==> config.mk <==
export PLATFORM = sky130hd
export DESIGN_NAME = sfs_sequencer
export DESIGN_NICKNAME = d
export VERILOG_FILES = /design/src/logic/sfs_pkg.sv /design/src/logic/sfs_addr_split.sv /design/src/logic/sfs_latency_counter.sv /design/src/logic/sfs_sequencer.sv
export SDC_FILE = /design/constraint.sdc
export NUM_CORES = 1
export LEC_CHECK = 0
export BUFFER_PORTS_ARGS = -buffer_cell sky130_fd_sc_hd__buf_2
export CORE_UTILIZATION = 50
export CTS_CLUSTER_SIZE = 12
export DETAILED_ROUTE_END_ITERATION = 10
export PLACE_DENSITY = 0.84
export SETUP_SLACK_MARGIN = 0.2
export SLEW_MARGIN = 5
export SYNTH_ARGS = -nofsm -noshare
export SYNTH_HDL_FRONTEND = slang
export SYNTH_SLANG_ARGS = --single-unit
==> constraint.sdc <==
create_clock -name core_clk_in -period 3.3 [get_ports core_clk_in]
set_input_delay 0.165 -clock core_clk_in [delete_from_list [all_inputs] [get_ports core_clk_in]]
set_output_delay 0.165 -clock core_clk_in [all_outputs]
set_load 0.02 [all_outputs]
==> src/logic/sfs_pkg.sv <==
// package: constants, commands and carriers for the flash command sequencer
// Operation
// flash write starts program sequence with load-command
// low address byte selects flash operation
// program uses code 0x40, target bank/address
// program second command is active with row
// program third command: column, bank, write data
// never issue burst terminate after program
// flash read starts status read, code 0x70
// status load-command drives host bank and address
// status second command is active, bank and row
// status third command is read, bank and column
// capture only low eight data lines
// support cas latency one, two, three
// one idle cycle between active and access; with SFS_TRCD_CYC of 1 the code issues the access in the cycle after active
// hold host access until sequence complete
package sfs_pkg;
  localparam int unsigned SFS_ADDR_W = 32;
  localparam int unsigned SFS_DATA_W = 32;
  localparam int unsigned SFS_BA_W = 2;
  localparam int unsigned SFS_SA_W = 13;
  localparam int unsigned SFS_ROW_W = 13;
  localparam int unsigned SFS_COL_W = 9;
  localparam int unsigned SFS_STAT_W = 8;
  // host address split: column lowest above byte lane, then row, then bank
  localparam int unsigned SFS_COL_LSB = 2;
  localparam int unsigned SFS_ROW_LSB = 11;
  localparam int unsigned SFS_BA_LSB = 24;
  // flash region decode
  localparam logic [SFS_ADDR_W-1:0] SFS_REGION_BASE = 32'h0c00_0000;
  localparam logic [SFS_ADDR_W-1:0] SFS_REGION_MASK = 32'hfc00_0000;
  // load-command-register operation codes on address 7:0
  localparam logic [7:0] SFS_OP_WRITE_SETUP = 8'h40;
  localparam logic [7:0] SFS_OP_READ_STATUS = 8'h70;
  // clock and timing
  localparam int unsigned SFS_CLK_PERIOD_PS = 10000;
  localparam int unsigned SFS_TRCD_NS = 10;
  localparam int unsigned SFS_TRCD_CYC_RAW = (SFS_TRCD_NS * 1000 + SFS_CLK_PERIOD_PS - 1) / SFS_CLK_PERIOD_PS;
  localparam int unsigned SFS_TRCD_CYC = (SFS_TRCD_CYC_RAW < 1) ? 1 : SFS_TRCD_CYC_RAW;
  localparam logic [1:0] SFS_CL_RESET = 2'h3;
  localparam int unsigned SFS_CNT_W = 3;

  // sdram command code {cs_n, ras_n, cas_n, we_n}
  typedef logic [3:0] sfs_cmd_t;
  localparam sfs_cmd_t SFS_CMD_NOP = 4'h7;
  localparam sfs_cmd_t SFS_CMD_ACTIVE = 4'h3;
  localparam sfs_cmd_t SFS_CMD_READ = 4'h5;
  localparam sfs_cmd_t SFS_CMD_WRITE = 4'h4;
  localparam sfs_cmd_t SFS_CMD_LCR = 4'h0;
  localparam sfs_cmd_t SFS_CMD_DESELECT = 4'hf;

  typedef enum logic [2:0] {
    SFS_IDLE,
    SFS_LCR,
    SFS_ACT,
    SFS_GAP,
    SFS_ACCESS,
    SFS_WAIT,
    SFS_DONE
  } sfs_state_e;

  // pin bundle toward the flash
  typedef struct packed {
    sfs_cmd_t cmd;
    logic [SFS_BA_W-1:0] ba;
    logic [SFS_SA_W-1:0] sa;
    logic [SFS_DATA_W-1:0] dq;
    logic dq_oe;
  } sfs_pins_s;
endpackage

==> src/logic/sfs_addr_split.sv <==
// module: splits a host address into bank, row and column fields
`timescale 1ns/1ps
module sfs_addr_split
  import sfs_pkg::*;
(
  input wire logic [SFS_ADDR_W-1:0] addr_in,
  input wire logic [SFS_ADDR_W-1:0] base_in,
  input wire logic [SFS_ADDR_W-1:0] mask_in,
  output logic hit_out,
  output logic [SFS_BA_W-1:0] ba_out,
  output logic [SFS_ROW_W-1:0] row_out,
  output logic [SFS_COL_W-1:0] col_out
);
  // region compare and field extraction
  assign hit_out = (addr_in & mask_in) == (base_in & mask_in);
  assign ba_out = addr_in[SFS_BA_LSB +: SFS_BA_W];
  assign row_out = addr_in[SFS_ROW_LSB +: SFS_ROW_W];
  assign col_out = addr_in[SFS_COL_LSB +: SFS_COL_W];
endmodule

==> src/logic/sfs_latency_counter.sv <==
// module: down counter that flags when a programmed count has elapsed
`timescale 1ns/1ps
module sfs_latency_counter
  import sfs_pkg::*;
#(
  parameter int unsigned WIDTH = SFS_CNT_W
) (
  input wire logic core_clk_in,
  input wire logic reset_in,
  input wire logic load_in,
  input wire logic [WIDTH-1:0] count_in,
  output logic zero_out
);
  logic [WIDTH-1:0] cnt_q;
  logic [WIDTH-1:0] cnt_d;

  // load wins, otherwise count down to zero
  assign cnt_d = load_in ? count_in : ((cnt_q != '0) ? cnt_q - 1'b1 : cnt_q);
  assign zero_out = (cnt_q == '0);

  always_ff @(posedge core_clk_in) begin
    if (reset_in) begin
      cnt_q <= '0;
    end else begin
      cnt_q <= cnt_d;
    end
  end
endmodule

==> src/logic/sfs_sequencer.sv <==
// module: turns host accesses to the flash region into command triplets
`timescale 1ns/1ps
module sfs_sequencer
  import sfs_pkg::*;
(
  input wire logic core_clk_in,
  input wire logic reset_in,
  input wire logic [1:0] cas_latency_in,
  input wire logic host_req_in,
  input wire logic host_write_in,
  input wire logic [SFS_ADDR_W-1:0] host_addr_in,
  input wire logic [SFS_DATA_W-1:0] host_wdata_in,
  output logic host_busy_out,
  output logic host_done_out,
  output logic host_miss_out,
  output logic [SFS_DATA_W-1:0] host_rdata_out,
  input wire logic [SFS_DATA_W-1:0] flash_dq_in,
  output logic [SFS_DATA_W-1:0] flash_dq_out,
  output logic flash_dq_oe_out,
  output logic flash_cs_n_out,
  output logic flash_ras_n_out,
  output logic flash_cas_n_out,
  output logic flash_we_n_out,
  output logic [SFS_BA_W-1:0] flash_ba_out,
  output logic [SFS_SA_W-1:0] flash_sa_out
);
  sfs_state_e state_q;
  sfs_state_e state_d;
  logic write_q;
  logic [SFS_ADDR_W-1:0] addr_q;
  logic [SFS_DATA_W-1:0] wdata_q;
  logic [1:0] cl_q;
  sfs_pins_s pins_q;
  sfs_pins_s pins_d;
  logic busy_q;
  logic done_q;
  logic miss_q;
  logic [SFS_DATA_W-1:0] rdata_q;

  wire hit;
  wire [SFS_BA_W-1:0] cur_ba;
  wire [SFS_ROW_W-1:0] cur_row;
  wire [SFS_COL_W-1:0] cur_col;
  wire cnt_zero;
  wire cnt_load;
  wire [SFS_CNT_W-1:0] cnt_value;
  wire accept;
  wire capture;
  wire [SFS_CNT_W-1:0] cl_cycles;
  wire [SFS_CNT_W-1:0] gap_cycles;
  wire [SFS_ADDR_W-1:0] split_addr;

  // the new address while idle, the held one once a sequence runs
  assign split_addr = (state_q == SFS_IDLE) ? host_addr_in : addr_q;

  // decode bank, row and column of the selected address
  sfs_addr_split u_split (
    .addr_in(split_addr),
    .base_in(SFS_REGION_BASE),
    .mask_in(SFS_REGION_MASK),
    .hit_out(hit),
    .ba_out(cur_ba),
    .row_out(cur_row),
    .col_out(cur_col)
  );

  // shared counter for the active gap and the cas latency wait
  sfs_latency_counter #(
    .WIDTH(SFS_CNT_W)
  ) u_cnt (
    .core_clk_in(core_clk_in),
    .reset_in(reset_in),
    .load_in(cnt_load),
    .count_in(cnt_value),
    .zero_out(cnt_zero)
  );

  // latency counts; the wait state lasts one cycle more than the load
  assign cl_cycles = {1'b0, cl_q} - 3'h1;
  // active state is the first cycle of the row delay, the gap state covers the rest
  assign gap_cycles = (SFS_TRCD_CYC > 1) ? (3'(SFS_TRCD_CYC) - 3'h2) : 3'h0;
  assign cnt_load = (state_q == SFS_ACT) || (state_q == SFS_ACCESS);
  assign cnt_value = (state_q == SFS_ACT) ? gap_cycles : cl_cycles;
  assign accept = (state_q == SFS_IDLE) && host_req_in && hit;
  assign capture = (state_q == SFS_WAIT) && cnt_zero;

  // sequence state machine
  always_comb begin
    state_d = state_q;
    case (state_q)
      SFS_IDLE: begin
        if (accept) begin
          state_d = SFS_LCR;
        end
      end
      SFS_LCR: begin
        state_d = SFS_ACT;
      end
      SFS_ACT: begin
        state_d = (SFS_TRCD_CYC > 1) ? SFS_GAP : SFS_ACCESS;
      end
      SFS_GAP: begin
        if (cnt_zero) begin
          state_d = SFS_ACCESS;
        end
      end
      SFS_ACCESS: begin
        // a program write ends here with no burst terminate
        state_d = write_q ? SFS_DONE : SFS_WAIT;
      end
      SFS_WAIT: begin
        if (cnt_zero) begin
          state_d = SFS_DONE;
        end
      end
      SFS_DONE: begin
        state_d = SFS_IDLE;
      end
      default: begin
        state_d = SFS_IDLE;
      end
    endcase
  end

  // command and pin values presented in each state, registered below
  always_comb begin
    pins_d = '{cmd: SFS_CMD_NOP, ba: '0, sa: '0, dq: '0, dq_oe: 1'b0};
    case (state_d)
      SFS_LCR: begin
        // operation code on the low byte, target address above it
        pins_d.cmd = SFS_CMD_LCR;
        pins_d.ba = cur_ba;
        pins_d.sa = {cur_row[SFS_SA_W-1:8], (host_write_in ? SFS_OP_WRITE_SETUP : SFS_OP_READ_STATUS)};
      end
      SFS_ACT: begin
        pins_d.cmd = SFS_CMD_ACTIVE;
        pins_d.ba = cur_ba;
        pins_d.sa = cur_row;
      end
      SFS_ACCESS: begin
        pins_d.ba = cur_ba;
        pins_d.sa = {{(SFS_SA_W-SFS_COL_W){1'b0}}, cur_col};
        if (write_q) begin
          pins_d.cmd = SFS_CMD_WRITE;
          pins_d.dq = wdata_q;
          pins_d.dq_oe = 1'b1;
        end else begin
          pins_d.cmd = SFS_CMD_READ;
        end
      end
      default: begin
        pins_d.cmd = SFS_CMD_NOP;
      end
    endcase
  end

  // host side latches and flash pin registers
  always_ff @(posedge core_clk_in) begin
    if (reset_in) begin
      state_q <= SFS_IDLE;
      write_q <= 1'b0;
      addr_q <= '0;
      wdata_q <= '0;
      cl_q <= SFS_CL_RESET;
      pins_q <= '{cmd: SFS_CMD_DESELECT, ba: '0, sa: '0, dq: '0, dq_oe: 1'b0};
      busy_q <= 1'b0;
      done_q <= 1'b0;
      miss_q <= 1'b0;
      rdata_q <= '0;
    end else begin
      state_q <= state_d;
      pins_q <= pins_d;
      if (accept) begin
        write_q <= host_write_in;
        addr_q <= host_addr_in;
        wdata_q <= host_wdata_in;
        // latency is sampled per access; zero is treated as three
        cl_q <= (cas_latency_in == 2'h0) ? SFS_CL_RESET : cas_latency_in;
      end
      busy_q <= (state_d != SFS_IDLE) && (state_d != SFS_DONE);
      done_q <= (state_d == SFS_DONE);
      miss_q <= (state_q == SFS_IDLE) && host_req_in && !hit;
      if (capture) begin
        rdata_q <= {{(SFS_DATA_W-SFS_STAT_W){1'b0}}, flash_dq_in[SFS_STAT_W-1:0]};
      end
    end
  end

  // outputs straight from flip-flops
  assign host_busy_out = busy_q;
  assign host_done_out = done_q;
  assign host_miss_out = miss_q;
  assign host_rdata_out = rdata_q;
  assign flash_cs_n_out = pins_q.cmd[3];
  assign flash_ras_n_out = pins_q.cmd[2];
  assign flash_cas_n_out = pins_q.cmd[1];
  assign flash_we_n_out = pins_q.cmd[0];
  assign flash_ba_out = pins_q.ba;
  assign flash_sa_out = pins_q.sa;
  assign flash_dq_out = pins_q.dq;
  assign flash_dq_oe_out = pins_q.dq_oe;
endmodule

Word-level counts from Yosys, hierarchy flattened
Index checks and enable logic that the tools add are counted.

Add/sub/neg operators: 2. $mul: 0. Div/mod/pow operators: 0. $lt $le $gt $ge: 0. Equality and inequality tests: 11. Shift operators: 0. Mux-type cells: 15. Bitwise operators: 2. Reduce and logical (&&, ||, !) cells: 15.

Operators by type and width (number): $pmux W15 S3 (1); $mux W32 (1); $mux W3 (6); $pmux W3 S6 (1); $eq A3 B3 Y1 const B (4); $pmux W4 S3 (1); $eq A3 B2 Y1 const B (3); $eq A3 B1 Y1 const B (2); $eq A6 B2 Y1 const B (1); $logic_not A3 Y1 (2); $mux W6 (1); $reduce_bool A3 Y1 (2); $logic_and A1 B1 Y1 (5); $mux W2 (2); $ne A3 B3 Y1 const B (1); $reduce_or A3 Y1 (1); $sub A2 B1 Y3 const B (1); $sub A3 B1 Y3 const B (1); $logic_not A2 Y1 (1); $mux W1 (2); $not A1 Y1 (2); $reduce_bool A2 Y1 (1); $reduce_or A2 Y1 (1); $logic_not A1 Y1 (1); $logic_or A1 B1 Y1 (1).

Bits in registers: 136. Latch bits: 0. RAM bits: 0. ROM bits: 0. Bits of input ports: 102. Output and inout port bits: 87. Word-level logic and storage cells: 60. Memories: 0.

Longest topological paths before layout
Gate-level depths: netlist of the first run.

Depth in word-level cells: 9. Mapped depth: 8. Depth with buffers taken out: 7.

Cells and area by module
Synthesis of the first run repeated with hierarchy kept, for this count alone.

Cells, all modules: 748. Area, all modules: 6123.4 µm².

By module, submodules not included: sfs_sequencer (instances 1, cells each 649, area an instance 5298.8 µm², sequential area each 2662.6 µm²); sfs_addr_split (instances 1, cells each 77, area an instance 618.1 µm², sequential area each 0.0 µm²); sfs_latency_counter (instances 1, cells each 22, area an instance 206.4 µm², sequential area each 60.1 µm²).

Worst setup path after synthesis of the first run
No wires, ideal clock.

Path type: flip-flop to flip-flop. From: reg u_cnt.cnt_q[0]. To: reg pins_q, in the netlist flash_dq_out[22]. Library setup time: 0.115 ns. Arrival time: 1.656 ns. Required time: 3.185 ns. Path slack: 1.529 ns. Cell stages (with the launch flop): 9. Buffers on the path: 1. Clock period less this slack: 1.771 ns. Cell sequence: dfxtp_1 inv_1 ha_1 ha_1 nand2b_1 and2_1 and3_1 clkbuf_1 and2_1.

Word-level cells in the longest chain between the ends: 6. Elaborated cells between the ends (all ways): 7. Those cells by class: eq/ne: 1; mux: 3; bitwise: 1; reduce/logical: 2.

Ends and longest elaborated chain: start, declared (RTL line sfs_latency_counter.sv:14) `logic [WIDTH-1:0] cnt_q;`; start signal, assigned (RTL line sfs_latency_counter.sv:25) `cnt_q <= cnt_d;`; $logic_not A3 Y1 (*) (RTL line sfs_latency_counter.sv:19) `assign zero_out = (cnt_q == '0);`; $mux W3 (on tied branches) (RTL line sfs_sequencer.sv:112, sfs_sequencer.sv:103); $pmux W3 S6 (*) (RTL line sfs_sequencer.sv:90) `case (state_q)`; $eq A3 B3 Y1 (*) (RTL line sfs_sequencer.sv:128) `case (state_d)`; $not A1 Y1 (no source line) (*); $reduce_or A3 Y1 (no source line) (*); end signal, assigned (RTL line sfs_sequencer.sv:165) `pins_q <= '{cmd: SFS_CMD_DESELECT, ba: '0, sa: '0, dq: '0, dq_oe: 1'b0};`; end signal, assigned (RTL line sfs_sequencer.sv:172) `pins_q <= pins_d;`; end, declared (RTL line sfs_sequencer.sv:33) `sfs_pins_s pins_q;`.

Mark *: on every way between the ends. The rest lies on a longest branch, timed or not. A chain may end at the register's enable or synchronous reset.

Final worst setup path of the first run
From: reg state_q[0]. To: reg wdata_q[10].

Word-level cells in the longest chain between the ends: 4. Elaborated cells between the ends (all ways): 5. Those cells by class: eq/ne: 1; mux: 1; reduce/logical: 3.

Ends and longest elaborated chain: start, declared (RTL line sfs_sequencer.sv:27) `sfs_state_e state_q;`; start signal, assigned (RTL line sfs_sequencer.sv:171) `state_q <= state_d;`; $logic_not A3 Y1 (*) (RTL line sfs_sequencer.sv:54, sfs_sequencer.sv:84); $mux W32 (RTL line sfs_sequencer.sv:54) `assign split_addr = (state_q == SFS_IDLE) ? host_addr_in : addr_q;`; $eq A6 B2 Y1 (RTL line sfs_addr_split.sv:15) `assign hit_out = (addr_in & mask_in) == (base_in & mask_in);`; $logic_and A1 B1 Y1 (*) (RTL line sfs_sequencer.sv:84) `assign accept = (state_q == SFS_IDLE) && host_req_in && hit;`; end signal, assigned (RTL line sfs_sequencer.sv:176) `wdata_q <= host_wdata_in;`; end, declared (RTL line sfs_sequencer.sv:31) `logic [SFS_DATA_W-1:0] wdata_q;`.

Marked as above.

==> summary.md, run 1 <==
| Metric | Value |
|---|---|
| Sequential cell area | `roughly 2600 um^2` |
| Core Region | `8850 um^2` |
| Avg WL per Cell | `between 10 and 15 um` |
| Commonest non-fill, non-tap cell in the layout | `nand2_1` |
| Syn_area_per_cell | `between 8 and 9 um^2` |
| Die area | `between 9000 and 10000 um^2` |
| Htree depth | `4` |
| CTS resizes | `0` |
| Failing checks | `DRC` |
| Final Skew | `0.00871 ns` |
| Slew margin rel. | `0.466` |
| RSZ-0062 raised after global routing | `false` |
| CP endpoint kind | `flop` |
| Type of the worst min-delay path | `in2reg` |
| Pwr dens | `557 nW/um^2` |
| DR vias | `~4300` |
| Fmax | `between 400 and 500 MHz` |
| Final Util | `0.734` |
| Kind of critical path | `reg2reg` |
| Register bit total from synthesis | `128` |
| Main synth FF type | `dfxtp_1` |
| Total Neg Setup Slack | `0 ns` |
| Post-CTS setup buffer count | `0` |
| Die Y-Extent | `slightly below 100 um` |
| Fin nets | `833` |
| Post-layout minimum cycle time | `2.40 ns` |
| Status | `finished, violations left` |
| TritonRoute pass-1 iters | `8` |
| Mapped cell area | `between 4000 and 5000 um^2` |
| Tightest Pin Transition | `between 0.8 and 0.9 ns` |
| Leakage | `2.79 nW` |
| Final hold vios | `0` |
| WP data arrival | `approximately 2.8 ns` |
| Detail Route Antenna Nets | `0` |
| Initial Util | `0.522` |
| Filler Cells Inserted | `between 600 and 700` |
| Buf/Inv on CP | `1` |
| Later-pin clock latency in the skew report | `0.51 ns` |
| CTS tree | `done` |
| Initial antenna violation count | `0` |
| Number of synthesized flops with an enable pin | `0` |
| Area Overhead vs Synth | `40.7%` |
| Die W | `roughly 98 um` |
| CTS Root Cell | `clkbuf_8` |
| Gp weighted congestion | `around 0.76` |
| Max Cap Violations | `0` |
| Critical Path RT | `3.65 ns` |
| Sequential share of the synthesized area | `0.555` |
| Vias in the first global route | `~4200` |
| Tot GR Track Use | `0.259` |
| First-pass GRT wire length | `19.5 mm` |
| IO Pins | `approximately 190` |
| Top cell family by delay on the critical path | `simple AND/OR/NAND/NOR gates` |
| Largest fanout on the critical path | `37` |
| Initial DRC count | `~220` |
| Remaining DRCs | `16` |
| Commonest non-fill, non-tap cells in the layout | `nand2_1 (142), buf_2 (138), dfxtp_1 (128), a21oi_1 (78), dlygate4sd3_1 (69)` |
| Clk slew on worst S/H paths | `roughly 0.060 ns` |
| CTS Buf Count | `17` |
| Worst-path cell chain | `nor3_4 > nand4_4 > buf_4 > nand2_1 > a21oi_1` |
| Area of the multi-input gates | `1790 um^2` |
| Slew Limit Fails | `0` |
| Crit start category | `flop` |
| VDD IR-drop max | `around 0.00033 V` |
| Rows | `34` |
| Grt total ovfl | `0` |
| DRT Wirelength | `12.5 mm` |
| Final worst-path cycle share | `0.726` |
| Post-Syn Instances | `roughly 530` |
| Worst reg2reg setup slack | `approximately 0.9 ns` |
| Slowest-stage cell, CP | `nand4_4` |
| Via density | `~5` |
| Dpl hpwl | `roughly 7 mm` |
| IO Port Bufs | `138` |
| Largest net degree at the start of global routing | `between 80 and 90` |
| Num Clock Sinks | `roughly 130` |
| Synth async-reset ratio | `0` |
| Setup violations, final | `0` |
| Share of layout cells above drive strength 1 | `0.243` |
| CTS max path bufs | `2` |
| Synth warnings | `0` |
| Crit path largest cell delay | `around 0.59 ns` |
| Count of different cell masters after synthesis | `40` |
| Diode count | `0` |
[per-stage QoR]
| step | std cells | hold WS, ns | power (mW) | setup WS, ns | area, um^2 |
|---|---|---|---|---|---|
| finish | 848 | 0.0908 | 3.62 | 0.903 | 6500 |
| global route | 848 | 0.143 | 3.75 | 0.761 | 6500 |
| CTS | 848 | 0.0946 | 3.63 | 0.912 | 6500 |
| detailed placement | 748 | 0.412 | 1.86 | 0.953 | 5250 |
| global placement | 748 | 0.406 | 1.85 | 1.02 | 5250 |
| floorplan | 555 | 0.193 | 1.80 | 1.53 | 4700 |
[registers in the layout, summed over array words and instances, names as in the netlist]
| signal | count |
|---|---|
| flash_ba_out | 2 |
| u_cnt.cnt_q | 3 |
| addr_q | 24 |
| host_done_out | 1 |
| host_rdata_out | 8 |
| host_busy_out | 1 |
| wdata_q | 32 |
| write_q | 1 |
| flash_cs_n_out | 1 |
| flash_ras_n_out | 1 |
| flash_dq_oe_out | 1 |
| state_q | 3 |
| host_miss_out | 1 |
| flash_cas_n_out | 1 |
| flash_dq_out | 32 |
| flash_sa_out | 13 |
| flash_we_n_out | 1 |
| cl_q | 2 |
[report_power, final]
part / total, mW / internal (mW) / leakage [nW] / switching [mW]
clock: 1.72 / 1.03 / 0.262 / 0.682
sequential: 1.58 / 1.57 / 1.03 / 0.0118
combinational: 0.324 / 0.160 / 1.50 / 0.163
[per-layer routing]
metal	track usage	wire, um	vias to the layer above
li1	-	-	2078
met3	0.0608	935	26
met5	0	0	-
met2	0.474	6500	193
met1	0.281	4740	1958
met4	0.120	282	0
[final timing paths]
check	startpoint	endpoint	cells past startpoint
worst max register to register	state_q[0]	wdata_q[10]	5
worst min-delay path	reset_in	flash_sa_out[8]	4
worst max-delay path	state_q[0]	wdata_q[10]	5
worst min register to register	wdata_q[0]	wdata_q[0]	2
[worst reg2reg max path: cells and delay by family (launching register included)]
kind                   cells  cell delay, ns
DFF                        1            0.44
AOI/OAI and AO/OA          1            0.08
and+or+nand+nor            3            1.27
buffers and inverters      1            0.45
[cell families after synthesis]
kind of cell / count (synthesis) / synth area share
buf+inv: 66 / 0.0789
other cells: 1 / 0.000812
flops: 128 / 0.555
fa+ha+maj: 3 / 0.00813
mux: 2 / 0.00434
xor+xnor: 1 / 0.00190
simple gates: 217 / 0.211
compound gates: 114 / 0.139
[layout make-up]
class	instances	share of cell area
Sequential cell	128	0.394
Multi-Input combinational cell	361	0.275
Timing Repair Buffer	212	0.220
Clock buffer	19	0.0680
Tap cell	108	0.0208
Clock inverter	12	0.0169
Inverter	8	0.00462
[what timing repair did]
action / 4_1_cts / 5_1_grt
endpoints found under the hold margin: 76 / 0
hold buffers: 69 / 0
setup endpoints to repair: 0 / 0
[synthesized netlist by cell type, types with 3 or more instances]
master / number / area share
inv_1: 8 / 0.0065
clkbuf_1: 23 / 0.019
nor2_1: 19 / 0.015
nand2_1: 142 / 0.12
nand2b_1: 5 / 0.0068
nor2b_1: 3 / 0.0041
and2_1: 33 / 0.045
nand3_1: 3 / 0.0033
o21ai_0: 10 / 0.011
buf_4: 29 / 0.047
ha_1: 3 / 0.0081
a22oi_1: 7 / 0.011
a21oi_1: 78 / 0.085
dfxtp_1: 128 / 0.56
buf_2: 6 / 0.0065
Power figures use the tool's default switching activity.
==> run 2: changes to the inputs <==
--- a/config.mk
+++ b/config.mk
@@ -6,10 +6,10 @@
 export NUM_CORES = 1
 export LEC_CHECK = 0
 export BUFFER_PORTS_ARGS = -buffer_cell sky130_fd_sc_hd__buf_2
-export CORE_UTILIZATION = 50
+export CORE_UTILIZATION = 43
 export CTS_CLUSTER_SIZE = 12
 export DETAILED_ROUTE_END_ITERATION = 10
-export PLACE_DENSITY = 0.84
+export PLACE_DENSITY = 0.76
 export SETUP_SLACK_MARGIN = 0.2
 export SLEW_MARGIN = 5
 export SYNTH_ARGS = -nofsm -noshare
==> constraint.sdc (replaced) <==
create_clock -name core_clk_in -period 2.18 [get_ports core_clk_in]
set_input_delay 0.109 -clock core_clk_in [delete_from_list [all_inputs] [get_ports core_clk_in]]
set_output_delay 0.109 -clock core_clk_in [all_outputs]
set_load 0.02 [all_outputs]
==> run 2 against run 1 <==
Compared with the run above:
- the flow now finishes without violations
- core utilization fell by 9.1 points
- critical path type unchanged
- non-clock buffer count rose by 8
- critical endpoint is now wdata_q[8]
- combinational power rose by 53%
- die area rose by 16%
- design area rose by 2.6%
- clock power rose by 65%
==> summary.md, run 2 (synthesis results as in run 1) <==
| Metric | Value |
|---|---|
| Status | `finished clean (was finished, violations left)` |
| Final cell count without fillers | `885 (was 848)` |
| Crit start category | `flop (unchanged)` |
| Leakage | `2.86 nW (was 2.79 nW)` |
| Gp weighted congestion | `0.818 (was 0.760)` |
| Post-layout minimum cycle time | `1.88 ns (was 2.40 ns)` |
| Comb pwr share | `0.087 (was 0.089)` |
| Area Overhead vs Synth | `44.5% (was 40.7%)` |
| Detail Route Antenna Nets | `0 (unchanged)` |
| Share of layout cells above drive strength 1 | `0.254 (was 0.243)` |
| Final worst-path cycle share | `0.864 (was 0.726)` |
| Core Region | `10400 um^2 (was 8850 um^2)` |
| CTS Root Cell | `clkbuf_8 (unchanged)` |
| Fmax | `531 MHz (was 417 MHz)` |
| IO Pins | `189 (unchanged)` |
| Max Cap Violations | `0 (unchanged)` |
| Die W | `106 um (was 98.1 um)` |
| Critical Path RT | `2.52 ns (was 3.65 ns)` |
| DR vias | `4219 (was 4255)` |
| Diode count | `0 (unchanged)` |
| Initial Util | `0.445 (was 0.522)` |
| Cell Area, Placed | `5340 um^2 (was 5250 um^2)` |
| CTS tree | `done (unchanged)` |
| Placed cells | `783 (was 748)` |
| DRT Wirelength | `11.9 mm (was 12.5 mm)` |
| Clk slew on worst S/H paths | `0.06 ns (about the same)` |
| Largest net degree at the start of global routing | `81 (unchanged)` |
| CTS Buf Count | `17 (unchanged)` |
| Net switching power | `1.26 mW (was 0.857 mW)` |
| Largest fanout on the critical path | `30 (was 37)` |
| Hold slack | `0.0861 ns (was 0.0908 ns)` |
| Pre-CTS setup slack | `0.0807 ns (was 0.953 ns)` |
| Die Y-Extent | `106 um (was 98.1 um)` |
| Via density | `4.77 (was 5.02)` |
| Later-pin clock latency in the skew report | `0.51 ns (about the same)` |
| Tot GR Track Use | `0.220 (was 0.259)` |
| Slew Limit Fails | `0 (unchanged)` |
| Htree depth | `4 (unchanged)` |
| Clock power frac | `0.496 (was 0.474)` |
| Pwr dens | `860 nW/um^2 (was 557 nW/um^2)` |
| Grt total ovfl | `0 (unchanged)` |
| P_int | `4.47 mW (was 2.76 mW)` |
| WP data arrival | `2.22 ns (was 2.75 ns)` |
| CTS max path bufs | `2 (unchanged)` |
| Vias in the first global route | `4139 (was 4234)` |
| TritonRoute pass-1 iters | `4 (was 8)` |
| Fin nets | `841 (was 833)` |
| Final Total Pwr | `5.73 mW (was 3.62 mW)` |
| Final Skew | `0.0102 ns (was 0.00871 ns)` |
| Num Clock Sinks | `128 (unchanged)` |
| Initial antenna violation count | `0 (unchanged)` |
| Total Neg Setup Slack | `0 ns (unchanged)` |
| VDD IR-drop max | `0.000527 V (was 0.000334 V)` |
| Seq pwr share | `0.417 (was 0.436)` |
| Switch share | `0.220 (was 0.237)` |
| PnR worst setup slack | `0.296 ns (was 0.903 ns)` |
| Final hold vios | `0 (unchanged)` |
| Post-CTS setup buffer count | `0 (unchanged)` |
| CP endpoint kind | `flop (unchanged)` |
| Kind of critical path | `reg2reg (unchanged)` |
| Die area | `11200 um^2 (was 9620 um^2)` |
| Commonest non-fill, non-tap cell in the layout | `nand2_1 (unchanged)` |
| Tightest Pin Transition | `0.841 ns (was 0.801 ns)` |
| Setup violations, final | `0 (unchanged)` |
| Initial DRC count | `180 (was 217)` |
| Slew margin rel. | `0.439 (was 0.466)` |
| RSZ-0062 raised after global routing | `true (was false)` |
| Rows | `37 (was 34)` |
| IO Port Bufs | `138 (unchanged)` |
| Remaining DRCs | `0 (was 16)` |
| Final Cell Area | `6670 um^2 (was 6500 um^2)` |
| Final Util | `0.643 (was 0.734)` |
| Avg WL per Cell | `13.4 um (was 14.7 um)` |
| Type of the worst min-delay path | `in2reg (unchanged)` |
| First-pass GRT wire length | `19.1 mm (was 19.5 mm)` |
| Commonest non-fill, non-tap cells in the layout | `nand2_1 (142), buf_2 (138), dfxtp_1 (128), a21oi_1 (78), dlygate4sd3_1 (70) (was nand2_1 (142), buf_2 (138), dfxtp_1 (128), a21oi_1 (78), dlygate4sd3_1 (69))` |
| Dpl hpwl | `6.93 mm (was 6.88 mm)` |
## run 2: cell types whose count changed in the layout (fill, tap and decap cells not counted), moves of 2 or more
cell / delta
bufinv_16: +2
buf_4: +6
clkinv_2: -2
clkinv_4: -2
## run 2: metal layers
metal  wire [um]  GRT usage  vias up
met3         674     0.0532       14
li1            -          -     2106
met4         136     0.0774        0
met5           0          0        -
met1        4990      0.249     1944
met2        6060      0.401      155
## run 2: power groups by stage
stage / clock network, mW / logic [mW] / registers (mW)
2_1_floorplan: 0 / 0.282 / 2.44
3_3_place_gp: 0 / 0.378 / 2.44
3_5_place_dp: 0 / 0.386 / 2.44
4_1_cts: 2.90 / 0.487 / 2.39
5_1_grt: 3.03 / 0.550 / 2.39
6_report: 2.84 / 0.496 / 2.39
## run 2: worst paths after layout
path	startpoint	end	slack [ns]	cells past startpoint
hold / removal	host_addr_in[31]	host_miss_out	0.09	3
setup / recovery	state_q[0]	wdata_q[8]	0.30	5
setup reg to reg	state_q[0]	wdata_q[8]	0.30	5
hold reg to reg	wdata_q[5]	wdata_q[5]	0.45	2
## run 2: worst max-delay path: stages (launching register included)
cell	delay [ns]
dfxtp_1	0.45
nor3_4	0.29
nand4_4	0.41
buf_4	0.38
nand2_1	0.10
a21oi_1	0.08
## run 2: area by class of cell
cell class	instances	area (um^2)
fillers	853	3700
flip-flops and latches	128	2560
multi-input cells	361	1800
repair buffers	220	1500
clock buffers	21	459
well taps	136	170
clock inverters	11	151
inverters	8	30.0
## run 2: timing repair
item,CTS,global route
pin swaps,0,0
gates resized for setup,1,4
hold endpoints to repair,77,0
hold buffers,70,0
endpoints found under the setup margin,33,47
